## src/include/cam_pix_pkg.sv

```systemverilog
// Constants and types shared by the CCD pixel control block
package cam_pix_pkg;
   // Register bus
   localparam int APB_AW = 8;
   localparam logic [7:0] OFS_GAIN = 8'h00;
   localparam logic [7:0] OFS_BRIGHT = 8'h04;
   localparam logic [7:0] OFS_BLUE = 8'h08;
   localparam logic [7:0] OFS_RED = 8'h0C;
   localparam logic [7:0] OFS_MODE = 8'h10;
   localparam logic [7:0] OFS_GREEN = 8'h14;
   localparam logic [7:0] OFS_GAIN_DB = 8'h18;
   // Field widths and reset values
   localparam int GAIN_W = 10;
   localparam int CODE_W = 8;
   localparam int RAW_W = 12;
   localparam int DB_W = 20;
   localparam logic [9:0] GAIN_RST = 10'h172;
   localparam logic [9:0] GAIN_UNITY = 10'h15E;
   localparam logic [9:0] GAIN_KNEE = 10'h200;
   localparam logic [7:0] BRIGHT_RST = 8'h10;
   localparam logic [7:0] BLUE_RST = 8'h70;
   localparam logic [7:0] RED_RST = 8'h40;
   localparam logic [7:0] GREEN_CODE = 8'h40;
   localparam logic [7:0] BAL_MIN = 8'h10;
   localparam int BAL_SHIFT = 6;
   // Brightness offset: 8-bit modes shift, 16-bit modes subtract
   localparam int BRIGHT_SHIFT8 = 4;
   localparam logic [7:0] BRIGHT_BASE16 = 8'h0F;
   localparam logic [7:0] MAX8 = 8'hFF;
   localparam logic [11:0] MAX12 = 12'hFFF;
   // Gain in units of 0.1 milli-dB
   localparam int DB_SEG_SHIFT = 4;
   localparam logic [8:0] DB_LIN_SLOPE = 9'h162;
   localparam logic [19:0] DB_LIN_OFS = 20'h19244;
   localparam logic [19:0] DB_LOG_TABLE [12] = '{
      20'h00000, 20'h01770, 20'h02FD0, 20'h04948, 20'h063EC, 20'h07FF8,
      20'h09D9E, 20'h0BD1A, 20'h0DED0, 20'h10324, 20'h12AAC, 20'h15612};
   // RGB to YUV weights, sum of Y weights is 256
   localparam logic [7:0] Y_R = 8'h4D;
   localparam logic [7:0] Y_G = 8'h96;
   localparam logic [7:0] Y_B = 8'h1D;
   localparam logic [7:0] U_R = 8'h2B;
   localparam logic [7:0] U_G = 8'h55;
   localparam logic [7:0] C_MAIN = 8'h80;
   localparam logic [7:0] V_G = 8'h6B;
   localparam logic [7:0] V_B = 8'h15;
   localparam int YUV_SHIFT = 8;
   typedef enum logic [2:0] {MONO8, RAW8, YUV422, MONO16, RAW16} mode_type;
endpackage : cam_pix_pkg

```

## src/include/scale_if.sv

```systemverilog
// Carrier between the pipeline and one colour correction unit
`timescale 1ns/1ps
`default_nettype none
interface scale_if #(parameter int W = 8);
   logic [W-1:0] code;
   logic [W-1:0] value_in;
   logic [W-1:0] value_out;
   modport user (output code, output value_in, input value_out);
   modport unit (input code, input value_in, output value_out);
endinterface : scale_if
`default_nettype wire

```

## src/rtl/balance_scale.sv

```systemverilog
// One colour correction: multiply by code, divide by 64, saturate
`timescale 1ns/1ps
`default_nettype none
module balance_scale (
   scale_if.unit port_s
);
   import cam_pix_pkg::*;
   logic [2*CODE_W-1:0] product;
   logic [2*CODE_W-BAL_SHIFT-1:0] shifted;

   // Factor is code/64, so code 64 is unity
   always_comb begin
      product = port_s.value_in * port_s.code;
      shifted = product[2*CODE_W-1:BAL_SHIFT];
      if (shifted > {{(CODE_W-BAL_SHIFT){1'b0}}, MAX8}) begin
         port_s.value_out = MAX8;
      end else begin
         port_s.value_out = shifted[CODE_W-1:0];
      end
   end
endmodule : balance_scale
`default_nettype wire

```

## src/rtl/gain_db_calc.sv

```systemverilog
// Gain code to amplification in tenths of a milli-dB
`timescale 1ns/1ps
`default_nettype none
module gain_db_calc (
   input wire logic [cam_pix_pkg::GAIN_W-1:0] gain_code_value,
   output logic [cam_pix_pkg::DB_W-1:0] gain_db
);
   import cam_pix_pkg::*;
   logic [GAIN_W-1:0] rel;
   logic [3:0] idx;
   logic [3:0] frac;
   logic [DB_W-1:0] step;
   logic [DB_W+3:0] part;
   logic [DB_W+9:0] lin;

   // Log segment by table with linear interpolation; codes below unity clamp
   always_comb begin
      rel = (gain_code_value > GAIN_UNITY) ? gain_code_value - GAIN_UNITY : '0;
      idx = rel[7:4];
      frac = rel[3:0];
      step = DB_LOG_TABLE[idx+4'h1] - DB_LOG_TABLE[idx];
      part = step * frac;
      lin = gain_code_value * DB_LIN_SLOPE;
      if (gain_code_value >= GAIN_KNEE) begin
         gain_db = lin[DB_W-1:0] - DB_LIN_OFS;
      end else begin
         gain_db = DB_LOG_TABLE[idx] + part[DB_W+3:DB_SEG_SHIFT];
      end
   end
endmodule : gain_db_calc
`default_nettype wire

```

## src/rtl/ccd_pixel_ctrl.sv

```systemverilog
// CCD gain, brightness offset and white balance with APB registers
//
// Function
// - Gain code 350 means 0 dB; higher codes amplify more.
// - Codes 350 to 511 follow the logarithmic dB formula.
// - Codes 512 to 1023 rise 0.0354 dB per step, minus 10.298.
// - At 0 dB dark pixels read 1, bright read full scale.
// - Brightness shifts level; gain scales amplitude only.
// - Brightness codes 0 to 255; above default raises, below lowers.
// - Brightness resets to 16.
// - 8-bit and YUV: code 16 gives offset 1, plus one per 16.
// - 16-bit modes: code 16 gives offset 1, plus one per step.
// - In YUV mode corrections apply to RGB before YUV.
// - Green correction fixed at 64, factor 1.0, not writable.
// - Blue factor is blue setting over 64.
// - Blue setting resets to 0x70.
// - Red factor is red setting over 64.
// - Red setting resets to 0x40.
// - Balance codes 0x10 to 0xFF accepted; software uses 0x40 up.
`timescale 1ns/1ps
`default_nettype none
module ccd_pixel_ctrl (
   input wire logic pclk,
   input wire logic presetn,
   input wire logic psel,
   input wire logic penable,
   input wire logic pwrite,
   input wire logic [cam_pix_pkg::APB_AW-1:0] paddr,
   input wire logic [31:0] pwdata,
   output logic [31:0] prdata,
   output logic pready,
   output logic pslverr,
   input wire logic in_valid,
   input wire logic [cam_pix_pkg::RAW_W-1:0] in_raw,
   input wire logic [cam_pix_pkg::CODE_W-1:0] in_r,
   input wire logic [cam_pix_pkg::CODE_W-1:0] in_g,
   input wire logic [cam_pix_pkg::CODE_W-1:0] in_b,
   output logic [cam_pix_pkg::GAIN_W-1:0] variable_gain_stage,
   output logic out_valid,
   output logic [15:0] out_data
);
   import cam_pix_pkg::*;

   logic [GAIN_W-1:0] gain_code_value, next_gain;
   logic [CODE_W-1:0] brightness, next_brightness;
   logic [CODE_W-1:0] blue_balance_setting, next_blue;
   logic [CODE_W-1:0] red_balance_setting, next_red;
   mode_type mode, next_mode;
   logic [DB_W-1:0] gain_db, gain_db_now;
   logic next_pready, next_pslverr;
   logic [31:0] next_prdata;
   logic [GAIN_W-1:0] next_vgs;
   logic access, commit, mapped;

   scale_if #(.W(CODE_W)) blue_s ();
   scale_if #(.W(CODE_W)) red_s ();

   balance_scale blue_unit (.port_s(blue_s));
   balance_scale red_unit (.port_s(red_s));
   gain_db_calc db_unit (.gain_code_value(gain_code_value), .gain_db(gain_db_now));

   assign blue_s.code = blue_balance_setting;
   assign blue_s.value_in = in_b;
   assign red_s.code = red_balance_setting;
   assign red_s.value_in = in_r;

   // One wait state so read data can come from a flip-flop
   assign access = psel && penable;
   assign commit = access && pready && pwrite;

   // Bus answer and address decode
   always_comb begin
      next_pready = access && !pready;
      next_pslverr = 1'b0;
      next_prdata = '0;
      mapped = 1'b1;
      case (paddr)
         OFS_GAIN: next_prdata[GAIN_W-1:0] = gain_code_value;
         OFS_BRIGHT: next_prdata[CODE_W-1:0] = brightness;
         OFS_BLUE: next_prdata[CODE_W-1:0] = blue_balance_setting;
         OFS_RED: next_prdata[CODE_W-1:0] = red_balance_setting;
         OFS_MODE: next_prdata[2:0] = mode;
         OFS_GREEN: next_prdata[CODE_W-1:0] = GREEN_CODE;
         OFS_GAIN_DB: next_prdata[DB_W-1:0] = gain_db;
         default: mapped = 1'b0;
      endcase
      if (!next_pready) begin
         next_prdata = '0;
      end else begin
         next_pslverr = !mapped;
      end
   end

   always_ff @(posedge pclk or negedge presetn) begin
      if (!presetn) begin
         pready <= 1'b0;
         pslverr <= 1'b0;
         prdata <= '0;
      end else begin
         pready <= next_pready;
         pslverr <= next_pslverr;
         prdata <= next_prdata;
      end
   end

   // Software settings; writes take effect only at the completing edge
   always_comb begin
      next_gain = gain_code_value;
      next_brightness = brightness;
      next_blue = blue_balance_setting;
      next_red = red_balance_setting;
      next_mode = mode;
      if (commit) begin
         case (paddr)
            OFS_GAIN: next_gain = pwdata[GAIN_W-1:0];
            OFS_BRIGHT: next_brightness = pwdata[CODE_W-1:0];
            OFS_BLUE: begin
               // Codes under the floor are lifted rather than refused
               next_blue = (pwdata[CODE_W-1:0] < BAL_MIN) ? BAL_MIN : pwdata[CODE_W-1:0];
            end
            OFS_RED: begin
               next_red = (pwdata[CODE_W-1:0] < BAL_MIN) ? BAL_MIN : pwdata[CODE_W-1:0];
            end
            OFS_MODE: begin
               // Undefined mode codes leave the mode unchanged
               if (pwdata[2:0] <= 3'(RAW16)) begin
                  next_mode = mode_type'(pwdata[2:0]);
               end
            end
            default: ;
         endcase
      end
      next_vgs = gain_code_value;
   end

   always_ff @(posedge pclk or negedge presetn) begin
      if (!presetn) begin
         gain_code_value <= GAIN_RST;
         brightness <= BRIGHT_RST;
         blue_balance_setting <= BLUE_RST;
         red_balance_setting <= RED_RST;
         mode <= MONO8;
         variable_gain_stage <= GAIN_RST;
         gain_db <= '0;
      end else begin
         gain_code_value <= next_gain;
         brightness <= next_brightness;
         blue_balance_setting <= next_blue;
         red_balance_setting <= next_red;
         mode <= next_mode;
         variable_gain_stage <= next_vgs;
         gain_db <= gain_db_now;
      end
   end

   // Stage 1: corrected colour, raw sample, offset and mode travel together
   logic s1_valid, next_s1_valid;
   logic [CODE_W-1:0] s1_r, s1_g, s1_b, next_s1_r, next_s1_g, next_s1_b;
   logic [RAW_W-1:0] s1_raw, next_s1_raw;
   logic [CODE_W-1:0] s1_off, next_s1_off;
   mode_type s1_mode, next_s1_mode;

   always_comb begin
      next_s1_valid = in_valid;
      next_s1_raw = in_raw;
      next_s1_mode = mode;
      next_s1_g = in_g;
      next_s1_r = (mode == YUV422) ? red_s.value_out : in_r;
      next_s1_b = (mode == YUV422) ? blue_s.value_out : in_b;
      if (mode == MONO16 || mode == RAW16) begin
         // One count per code step above the base
         next_s1_off = (brightness > BRIGHT_BASE16) ? brightness - BRIGHT_BASE16 : '0;
      end else begin
         next_s1_off = brightness >> BRIGHT_SHIFT8;
      end
   end

   always_ff @(posedge pclk or negedge presetn) begin
      if (!presetn) begin
         s1_valid <= 1'b0;
         s1_r <= '0;
         s1_g <= '0;
         s1_b <= '0;
         s1_raw <= '0;
         s1_off <= '0;
         s1_mode <= MONO8;
      end else begin
         s1_valid <= next_s1_valid;
         s1_r <= next_s1_r;
         s1_g <= next_s1_g;
         s1_b <= next_s1_b;
         s1_raw <= next_s1_raw;
         s1_off <= next_s1_off;
         s1_mode <= next_s1_mode;
      end
   end

   // Stage 2: level offset or YUV, chroma alternating U then V
   logic next_out_valid, chroma_v, next_chroma_v;
   logic [15:0] next_out_data;
   logic [8:0] sum8;
   logic [12:0] sum12;
   logic [17:0] y_acc;
   logic signed [18:0] u_acc, v_acc;
   logic [7:0] y8, u8, v8;
   logic [8:0] ysum;

   always_comb begin
      next_out_valid = s1_valid;
      next_chroma_v = chroma_v;
      next_out_data = '0;
      sum8 = {1'b0, s1_raw[RAW_W-1:RAW_W-8]} + {1'b0, s1_off};
      sum12 = {1'b0, s1_raw} + {5'h00, s1_off};
      y_acc = s1_r * Y_R + s1_g * Y_G + s1_b * Y_B;
      // Main colour carries half weight; a full weight would overflow the chroma byte
      u_acc = $signed({3'b000, 16'(s1_b * C_MAIN)}) - $signed({3'b000, 16'(s1_r * U_R)})
         - $signed({3'b000, 16'(s1_g * U_G)});
      v_acc = $signed({3'b000, 16'(s1_r * C_MAIN)}) - $signed({3'b000, 16'(s1_g * V_G)})
         - $signed({3'b000, 16'(s1_b * V_B)});
      y8 = y_acc[15:8];
      // Brightness lifts luma only, chroma stays centred
      ysum = {1'b0, y8} + {1'b0, s1_off};
      u8 = 8'(u_acc >>> YUV_SHIFT) + C_MAIN;
      v8 = 8'(v_acc >>> YUV_SHIFT) + C_MAIN;
      if (s1_valid) begin
         case (s1_mode)
            MONO8, RAW8: begin
               // Offset is added after conversion, so amplitude is kept
               next_out_data[7:0] = sum8[8] ? MAX8 : sum8[7:0];
            end
            MONO16, RAW16: begin
               next_out_data[RAW_W-1:0] = sum12[RAW_W] ? MAX12 : sum12[RAW_W-1:0];
            end
            YUV422: begin
               next_out_data = {chroma_v ? v8 : u8, ysum[8] ? MAX8 : ysum[7:0]};
               next_chroma_v = !chroma_v;
            end
            default: next_out_data = '0;
         endcase
      end
      if (s1_mode != YUV422) begin
         next_chroma_v = 1'b0;
      end
   end

   always_ff @(posedge pclk or negedge presetn) begin
      if (!presetn) begin
         out_valid <= 1'b0;
         out_data <= '0;
         chroma_v <= 1'b0;
      end else begin
         out_valid <= next_out_valid;
         out_data <= next_out_data;
         chroma_v <= next_chroma_v;
      end
   end

   // Grey level expected under unity balance: input plus brightness offset
   logic [8:0] grey_sum;
   logic [7:0] grey_exp;
   assign grey_sum = {1'b0, in_g} + {1'b0, brightness >> BRIGHT_SHIFT8};
   assign grey_exp = grey_sum[8] ? MAX8 : grey_sum[7:0];
endmodule : ccd_pixel_ctrl
`default_nettype wire

```

## config.mk

```make
export PLATFORM = sky130hd
export DESIGN_NAME = ccd_pixel_ctrl
export DESIGN_NICKNAME = d
export VERILOG_FILES = /design/src/include/cam_pix_pkg.sv /design/src/include/scale_if.sv /design/src/rtl/balance_scale.sv /design/src/rtl/gain_db_calc.sv /design/src/rtl/ccd_pixel_ctrl.sv
export SDC_FILE = /design/constraint.sdc
export NUM_CORES = 1
export LEC_CHECK = 0
export ABC_AREA = 1
export BUFFER_PORTS_ARGS = -buffer_cell sky130_fd_sc_hd__buf_2
export CORE_ASPECT_RATIO = 1.75
export CORE_UTILIZATION = 55
export DETAILED_ROUTE_END_ITERATION = 8
export HOLD_SLACK_MARGIN = 0.08
export PLACE_DENSITY = 0.81
export SLEW_MARGIN = 40
export SYNTH_ARGS = -nofsm -noshare
export SYNTH_HDL_FRONTEND = slang
export SYNTH_SLANG_ARGS = --single-unit
```

## constraint.sdc

```tcl
create_clock -name pclk -period 9.6 [get_ports pclk]
set_input_delay 1.44 -clock pclk [delete_from_list [all_inputs] [get_ports pclk]]
set_output_delay 1.44 -clock pclk [all_outputs]
set_load 0.005 [all_outputs]
```

## After elaboration in Yosys (flattened, before gate mapping)

Memory sizes are Yosys's and may differ from the RTL's.
Index checks and enable logic that the tools add are counted.
Widths: inputs -> output; s select.

- Logic and storage cells: 127
- Bits in writable memories: 0
- Bits in read-only memories: 640
- Output and inout bits: 61
- Bits in latches: 0
- Register bits: 167
- Memories kept: 2
- Input bits: 82

Memory list:

| memory | words | bits a word | read ports | clocked after Yosys merged registers in | wr ports | line | RTL |
|---|---|---|---|---|---|---|---|
| (name not given) | 16 | 20 | 1 | 0 | 0 | gain_db_calc.sv:21 | `step = DB_LOG_TABLE[idx+4'h1] - DB_LOG_TABLE[idx];` |
| (name not given) | 16 | 20 | 1 | 0 | 0 | gain_db_calc.sv:21 |  |

- Mux-type cells: 31
- Shift-type cells: 0
- $add $sub $neg: 17
- Multipliers: 11
- Eq/ne operators: 14
- Bitwise gates (word level): 2
- Div/mod/pow operators: 0
- Reduce and logical (&&, ||, !) cells: 21
- Order comparisons: 9

Operators by type and width:

| kind | number |
|---|---|
| $mux 20 | 6 |
| $mux 8 | 11 |
| $mul 8x7->15 const B | 4 |
| $mul 8x8->16 | 2 |
| $pmux 5 s6 | 1 |
| $mul 8x5->13 const B | 2 |
| $eq 8x5->1 const B | 3 |
| $mul 20x4->24 | 1 |
| $pmux 8 s3 | 1 |
| $add 20x20->20 | 1 |
| $gt 10x8->1 const B | 2 |
| $sub 19x17->20 const B | 1 |
| $sub 20x20->20 | 1 |
| $add 8x8->9 | 2 |
| $mul 10x8->18 const B | 1 |
| $pmux 3 s6 | 1 |
| $add 15x16->16 | 1 |
| $add 16x13->16 | 1 |
| $add 8x8->8 const B | 2 |
| $eq 8x4->1 const B | 2 |
| $mux 16 | 1 |
| $sub 15x14->16 | 1 |
| $sub 15x15->16 | 1 |
| $sub 16x14->16 | 1 |
| other kinds (34) | 55 |

## Longest topological paths before layout

- Depth after elaboration: 11
- Depth in mapped cells: 51
- Mapped depth without buffers: 50

## Modules after synthesis

A second synthesis with hierarchy kept.

- Cells, all modules: 3,502
- Area, all modules: 26,379.0 um^2

By module, submodules not included:

| module | instances | seq. area each (um^2) | area an instance (um^2) | cells each |
|---|---|---|---|---|
| ccd_pixel_ctrl | 1 | 3,897.5 | 15,566.2 | 1,829 |
| gain_db_calc | 1 | 0.0 | 6,268.5 | 993 |
| balance_scale | 2 | 0.0 | 2,272.2 | 340 |

## Worst setup path after synthesis

Ideal clock, no wire load.

- Path type: reg-to-reg
- Start: reg gain_code_value[1]
- End: reg gain_db[18]
- Stages on the path, launching flop included: 47
- Buffers on the path: 0
- Path slack: 2.268 ns
- Arrival time: 7.266 ns
- Clock period less this slack: 7.332 ns
- Library setup time: 0.066 ns
- Required time: 9.534 ns
- Path through: dfstp_2 > ha_1 > nand2_1 > nor3_1 > nor2_2 > nor2_8 > nand2_4 > ha_1 > inv_1 > nor2_2 > nand2_1 > o21ai_0 > inv_1 > ha_1 > fa_1 > o21ai_1 > a21oi_1 > o21bai_2 > [11 not listed] > ha_1 > nand2_1 > nor2_1 > inv_1 > o21ai_0 > a31oi_1 > o21ai_0 > xor2_1 > ha_1 > a21oi_1 > o21ai_0 > a21oi_1 > nand2_1 > a21oi_1 > nor2_1 > nand3_1 > nand3_1 > nand2_1

- Word-level cells in the longest chain between the ends: 11
- Elaborated cells on any way between the ends: 19
- Those cells by class: add/sub (5); mul (2); order compare (2); mux (6); bitwise (2); memory (2)

Ends and longest elaborated chain:

| item | line | RTL |
|---|---|---|
| from (decl) | ccd_pixel_ctrl.sv:44 | `logic [GAIN_W-1:0] gain_code_value, next_gain;` |
| from (signal assigned) | ccd_pixel_ctrl.sv:146 | `gain_code_value <= next_gain;` |
| $sub 8x7->8 / $gt 10x9->1 (equally long branches) | gain_db_calc.sv:18 | `rel = (gain_code_value > GAIN_UNITY) ? gain_code_value - GAIN_UNITY : '0;` |
| $mux 8 | gain_db_calc.sv:18 |  |
| $add 4x1->4 | gain_db_calc.sv:21 |  |
| $not 4->5 (not written as such) | gain_db_calc.sv:21 |  |
| $mem_v2 16x20 | n/a |  |
| $mux 20 (not written as such) (2 in series) | gain_db_calc.sv:21 |  |
| $sub 20x20->20 | gain_db_calc.sv:21 |  |
| $mul 20x4->24 | gain_db_calc.sv:22 | `part = step * frac;` |
| $add 20x20->20 | gain_db_calc.sv:27 | `gain_db = DB_LOG_TABLE[idx] + part[DB_W+3:DB_SEG_SHIFT];` |
| $mux 20 (*) | gain_db_calc.sv:24 | `if (gain_code_value >= GAIN_KNEE) begin` |
| net db_unit.gain_db, one bit | gain_db_calc.sv:6 | `output logic [cam_pix_pkg::DB_W-1:0] gain_db` |
| to (signal assigned) | ccd_pixel_ctrl.sv:152 | `gain_db <= gain_db_now;` |
| to (decl) | ccd_pixel_ctrl.sv:49 | `logic [DB_W-1:0] gain_db, gain_db_now;` |

Mark *: on every way through the listed nets, which the timed path passes. The rest lies on a longest branch. The select of a mux whose other input is x is not followed.
A chain may end at the register's enable or synchronous reset.

## Worst setup path in the final report

- Start: reg gain_code_value[6]
- End: reg gain_db[18]

Same word-level chain as after synthesis.

==> qor.yml <==
syn_area_mm2: 0.0254
seqPwrFrac_pct: 10.4
fin_crit_sh_pct: 90.0
port-buffer-count: 108
cts_tree: "built"
synth_sequential_area_ratio_pct: 15.4
cts.path.max_buffers: 2
timing.hold.ws_ns: 0.412
ctsRootBufferMaster: "clkbuf_16"
power-per-cell-area_mw_per_mm2: 247
ys.flop_type: "dfrtp_1"
i_o_pin_cnt: 143
fmaxAchievable_ghz: 0.116
chipWidth_um: 164
rows: 103
worst_ir_drop_on_vdd_uv: 568
insertion_delay_ns: 0.46
design.final.nets: 4156
critical_path.endpoint_type: "flop"
gp_congestion: 1.03
intPower_mw: 3.15
cts_setup_buffers: 0
post-route-min-period_ns: 8.64
path_common_cell: "nand2_1"
setup_viol_count_final: 0
total_vias_in_the_final_route: 21900
final_max_slew_viol_count: 0
worstPathRequired_ns: 9.99
wp_data_arrival_ns: 9.04
avgViaCountPerCell: 5.47
critical_path.slowest_cell: "dfstp_2"
flow.area_growth_from_synthesis_pct: 6.84
ff_latch_area_mm2: 0.00390
post_synth.cell_area_avg_um2: 7.62
clock_power_share_pct: 10.4
final_area_mm2: 0.0271
yosys_warnings: 0
timing.max_cap.violations: 0
netlist_cell_types: 60
critical_path.startpoint: "gain_code_value[6]"
drt.antenna.violating_nets: 0
synth-edff-count: 0
first_global_vias: 23000
fillCellCount: 4099
wire_length_of_the_first_global_routing_pass_um: 110000
post_cts_resized: 0
routed_wirelength_um: 68900
die_area_mm2: 0.0470
cts_hold_buffers: 0
placed_cells: 3977
switchingPower_mw: 3.54
drt-initial-drc-count: 914
cp-start-kind: "flop"
proportion_of_layout_cells_with_a_drive_suffix_above_1_pct: 7.31
drcViolationCount: 0
wire_per_inst_um: 17.2
die_height_um: 286
worst-path-max-fanout: 8
crit_type: "flop to flop"
total_leakage_power_nw: 15.7
initial_antenna_violation_count: 6
multiInputGateArea_mm2: 0.0181
rsz0062_at_grt: "no"
critPathMaxStageDelay_ns: 0.77
max-slew-margin-rel_pct: 40.2
worst-slew-pin-transition_ns: 0.888
grt_usage_pct: 30.8
swShare_pct: 52.9
ys_ff_latch: 155
worst_clock_skew_ns: 0.0139
globalRoute.totalOverflow: 0
cts_buffers: 17
drt_pre_antenna_iters: 6
layout.cells.non_filler: 4012
dpl_cell_area_mm2: 0.0265
async_flop_share_pct: 100
tritoncts_num_sinks: 155
outcome: "completed"
worst_r2r_startpoint: "gain_code_value[6]"
min_path_type: "flop to flop"
path_clk_slew_ns: 0.07
pwr-share-comb_pct: 79.2
detailedPlacementHpwl_um: 58500
core-area_mm2: 0.0454
largest_net_degree_at_the_start_of_global_routing: 98
tns_ns: 0
effective_utilization_at_floorplan_pct: 55.9
hold_start: "gain_code_value[3]"
syn_inst: 3329
cts-htree-levels: 4
final_hold_viol_count: 0
final cells by class:
| class | instances | area share [%] |
|---|---|---|
| Clock buffer | 19 | 1.63 |
| Inverter | 822 | 11.4 |
| Sequential cell | 155 | 14.4 |
| Multi-Input combinational cell | 2301 | 66.9 |
| Antenna cell | 3 | 0.0277 |
| Timing Repair Buffer | 122 | 2.43 |
| Clock inverter | 13 | 0.559 |
| Tap cell | 577 | 2.66 |
cells in the final DEF (no fill, tap or decap), types with 12 or more instances in the layout:
| cell type | count |
|---|---|
| inv_1 | 801 |
| nand2_1 | 615 |
| ha_1 | 407 |
| fa_1 | 248 |
| nor2_1 | 217 |
| a21oi_1 | 193 |
| o21ai_0 | 148 |
| dfrtp_1 | 140 |
| nand3_1 | 114 |
| buf_2 | 107 |
| xor2_1 | 66 |
| xnor2_1 | 46 |
| nor3_1 | 33 |
| or2_2 | 31 |
| nand4_1 | 18 |
| inv_2 | 17 |
| clkbuf_16 | 17 |
| a21o_1 | 16 |
| dfstp_2 | 15 |
| o21ai_1 | 14 |
| buf_4 | 13 |
| a31oi_1 | 12 |
| conb_1 | 12 |
per-stage QoR:
stage	setup slack, ns	util (%)	power (mW)
floorplan	2.27	-	4.62
global placement	1.24	58.4	5.78
detailed placement	1.15	58.4	5.96
CTS	1.11	59.7	6.68
global route	0.215	59.7	7.41
finish	0.956	59.7	6.68
logic make-up after synthesis:
group           synth area share, %
simple gates                   17.6
buf+inv                        13.3
fa+ha+maj                      39.6
compound gates                 10.0
flops                          15.4
xor+xnor                       4.04
other cells                  0.0148
critical path, delay by kind of cell (launching register included):
kind,cells,cell delay [ns]
AOI/OAI and AO/OA,11,2.01
xor gates and xnor gates,2,0.21
buffers and inverters,7,0.49
DFF,1,0.77
and+or+nand+nor,20,2.31
adders and majority gates,7,2.80
final timing paths:
check                                               to  slack, ns  cells after the start
worst max-delay path                       gain_db[18]       0.96                     47
worst min-delay path            variable_gain_stage[3]       0.41                      0
worst max register to register             gain_db[18]       0.96                     47
worst min register to register  variable_gain_stage[3]       0.41                      0
max in group asynchronous                      s1_r[4]       7.49                      2
min in group asynchronous                    prdata[7]       1.03                      1
flip-flops by register name (all words and copies together) (netlist names):
| signal | flops |
|---|---|
| gain_db | 20 |
| prdata | 20 |
| out_data | 16 |
| s1_raw | 12 |
| gain_code_value | 10 |
| variable_gain_stage | 10 |
| blue_balance_setting | 8 |
| brightness | 8 |
| red_balance_setting | 8 |
| s1_b | 8 |
| s1_g | 8 |
| s1_off | 8 |
| s1_r | 8 |
| mode | 3 |
| s1_mode | 3 |
| chroma_v | 1 |
| next_out_valid | 1 |
| out_valid | 1 |
| pready | 1 |
| pslverr | 1 |
power by group through the flow:
stage	Sequential, mW	Combinational (mW)	Clock (mW)
final	0.694	5.30	0.694
after global routing	0.695	5.98	0.728
after CTS	0.694	5.28	0.704
after detailed placement	0.706	5.25	0
after global placement	0.706	5.08	0
after floorplan	0.695	3.92	0
cell usage after synthesis (all sizes together), types with 7 or more instances:
library cell,instances,area share (%)
nor3,35,0.75
a21oi,194,3.8
dfrtp,140,14
ha,407,20
nor2,229,3.6
o31ai,8,0.24
nand3b,8,0.24
or2,32,0.79
nand2,622,9.3
o21ai,167,3.4
clkbuf,42,0.63
a31oi,12,0.30
o22ai,10,0.25
nand4,18,0.44
o21bai,10,0.31
a21o,16,0.47
a211oi,7,0.21
fa,248,20
xnor2,46,1.6
dfstp,15,1.6
nand3,116,2.3
xor2,68,2.5
buf,20,0.54
inv,818,12
o211ai,7,0.26
metal layers:
metal | part of all wire (%) | up-vias | global-route usage (%)
met4 | 12 | 6 | 31.8
met2 | 54 | 642 | 57.9
li1 | - | 10500 | -
met3 | 3.7 | 376 | 4.13
met1 | 31 | 10400 | 26.3
met5 | 0.055 | - | 0
Note: power is estimated with default switching activity, not from simulation.
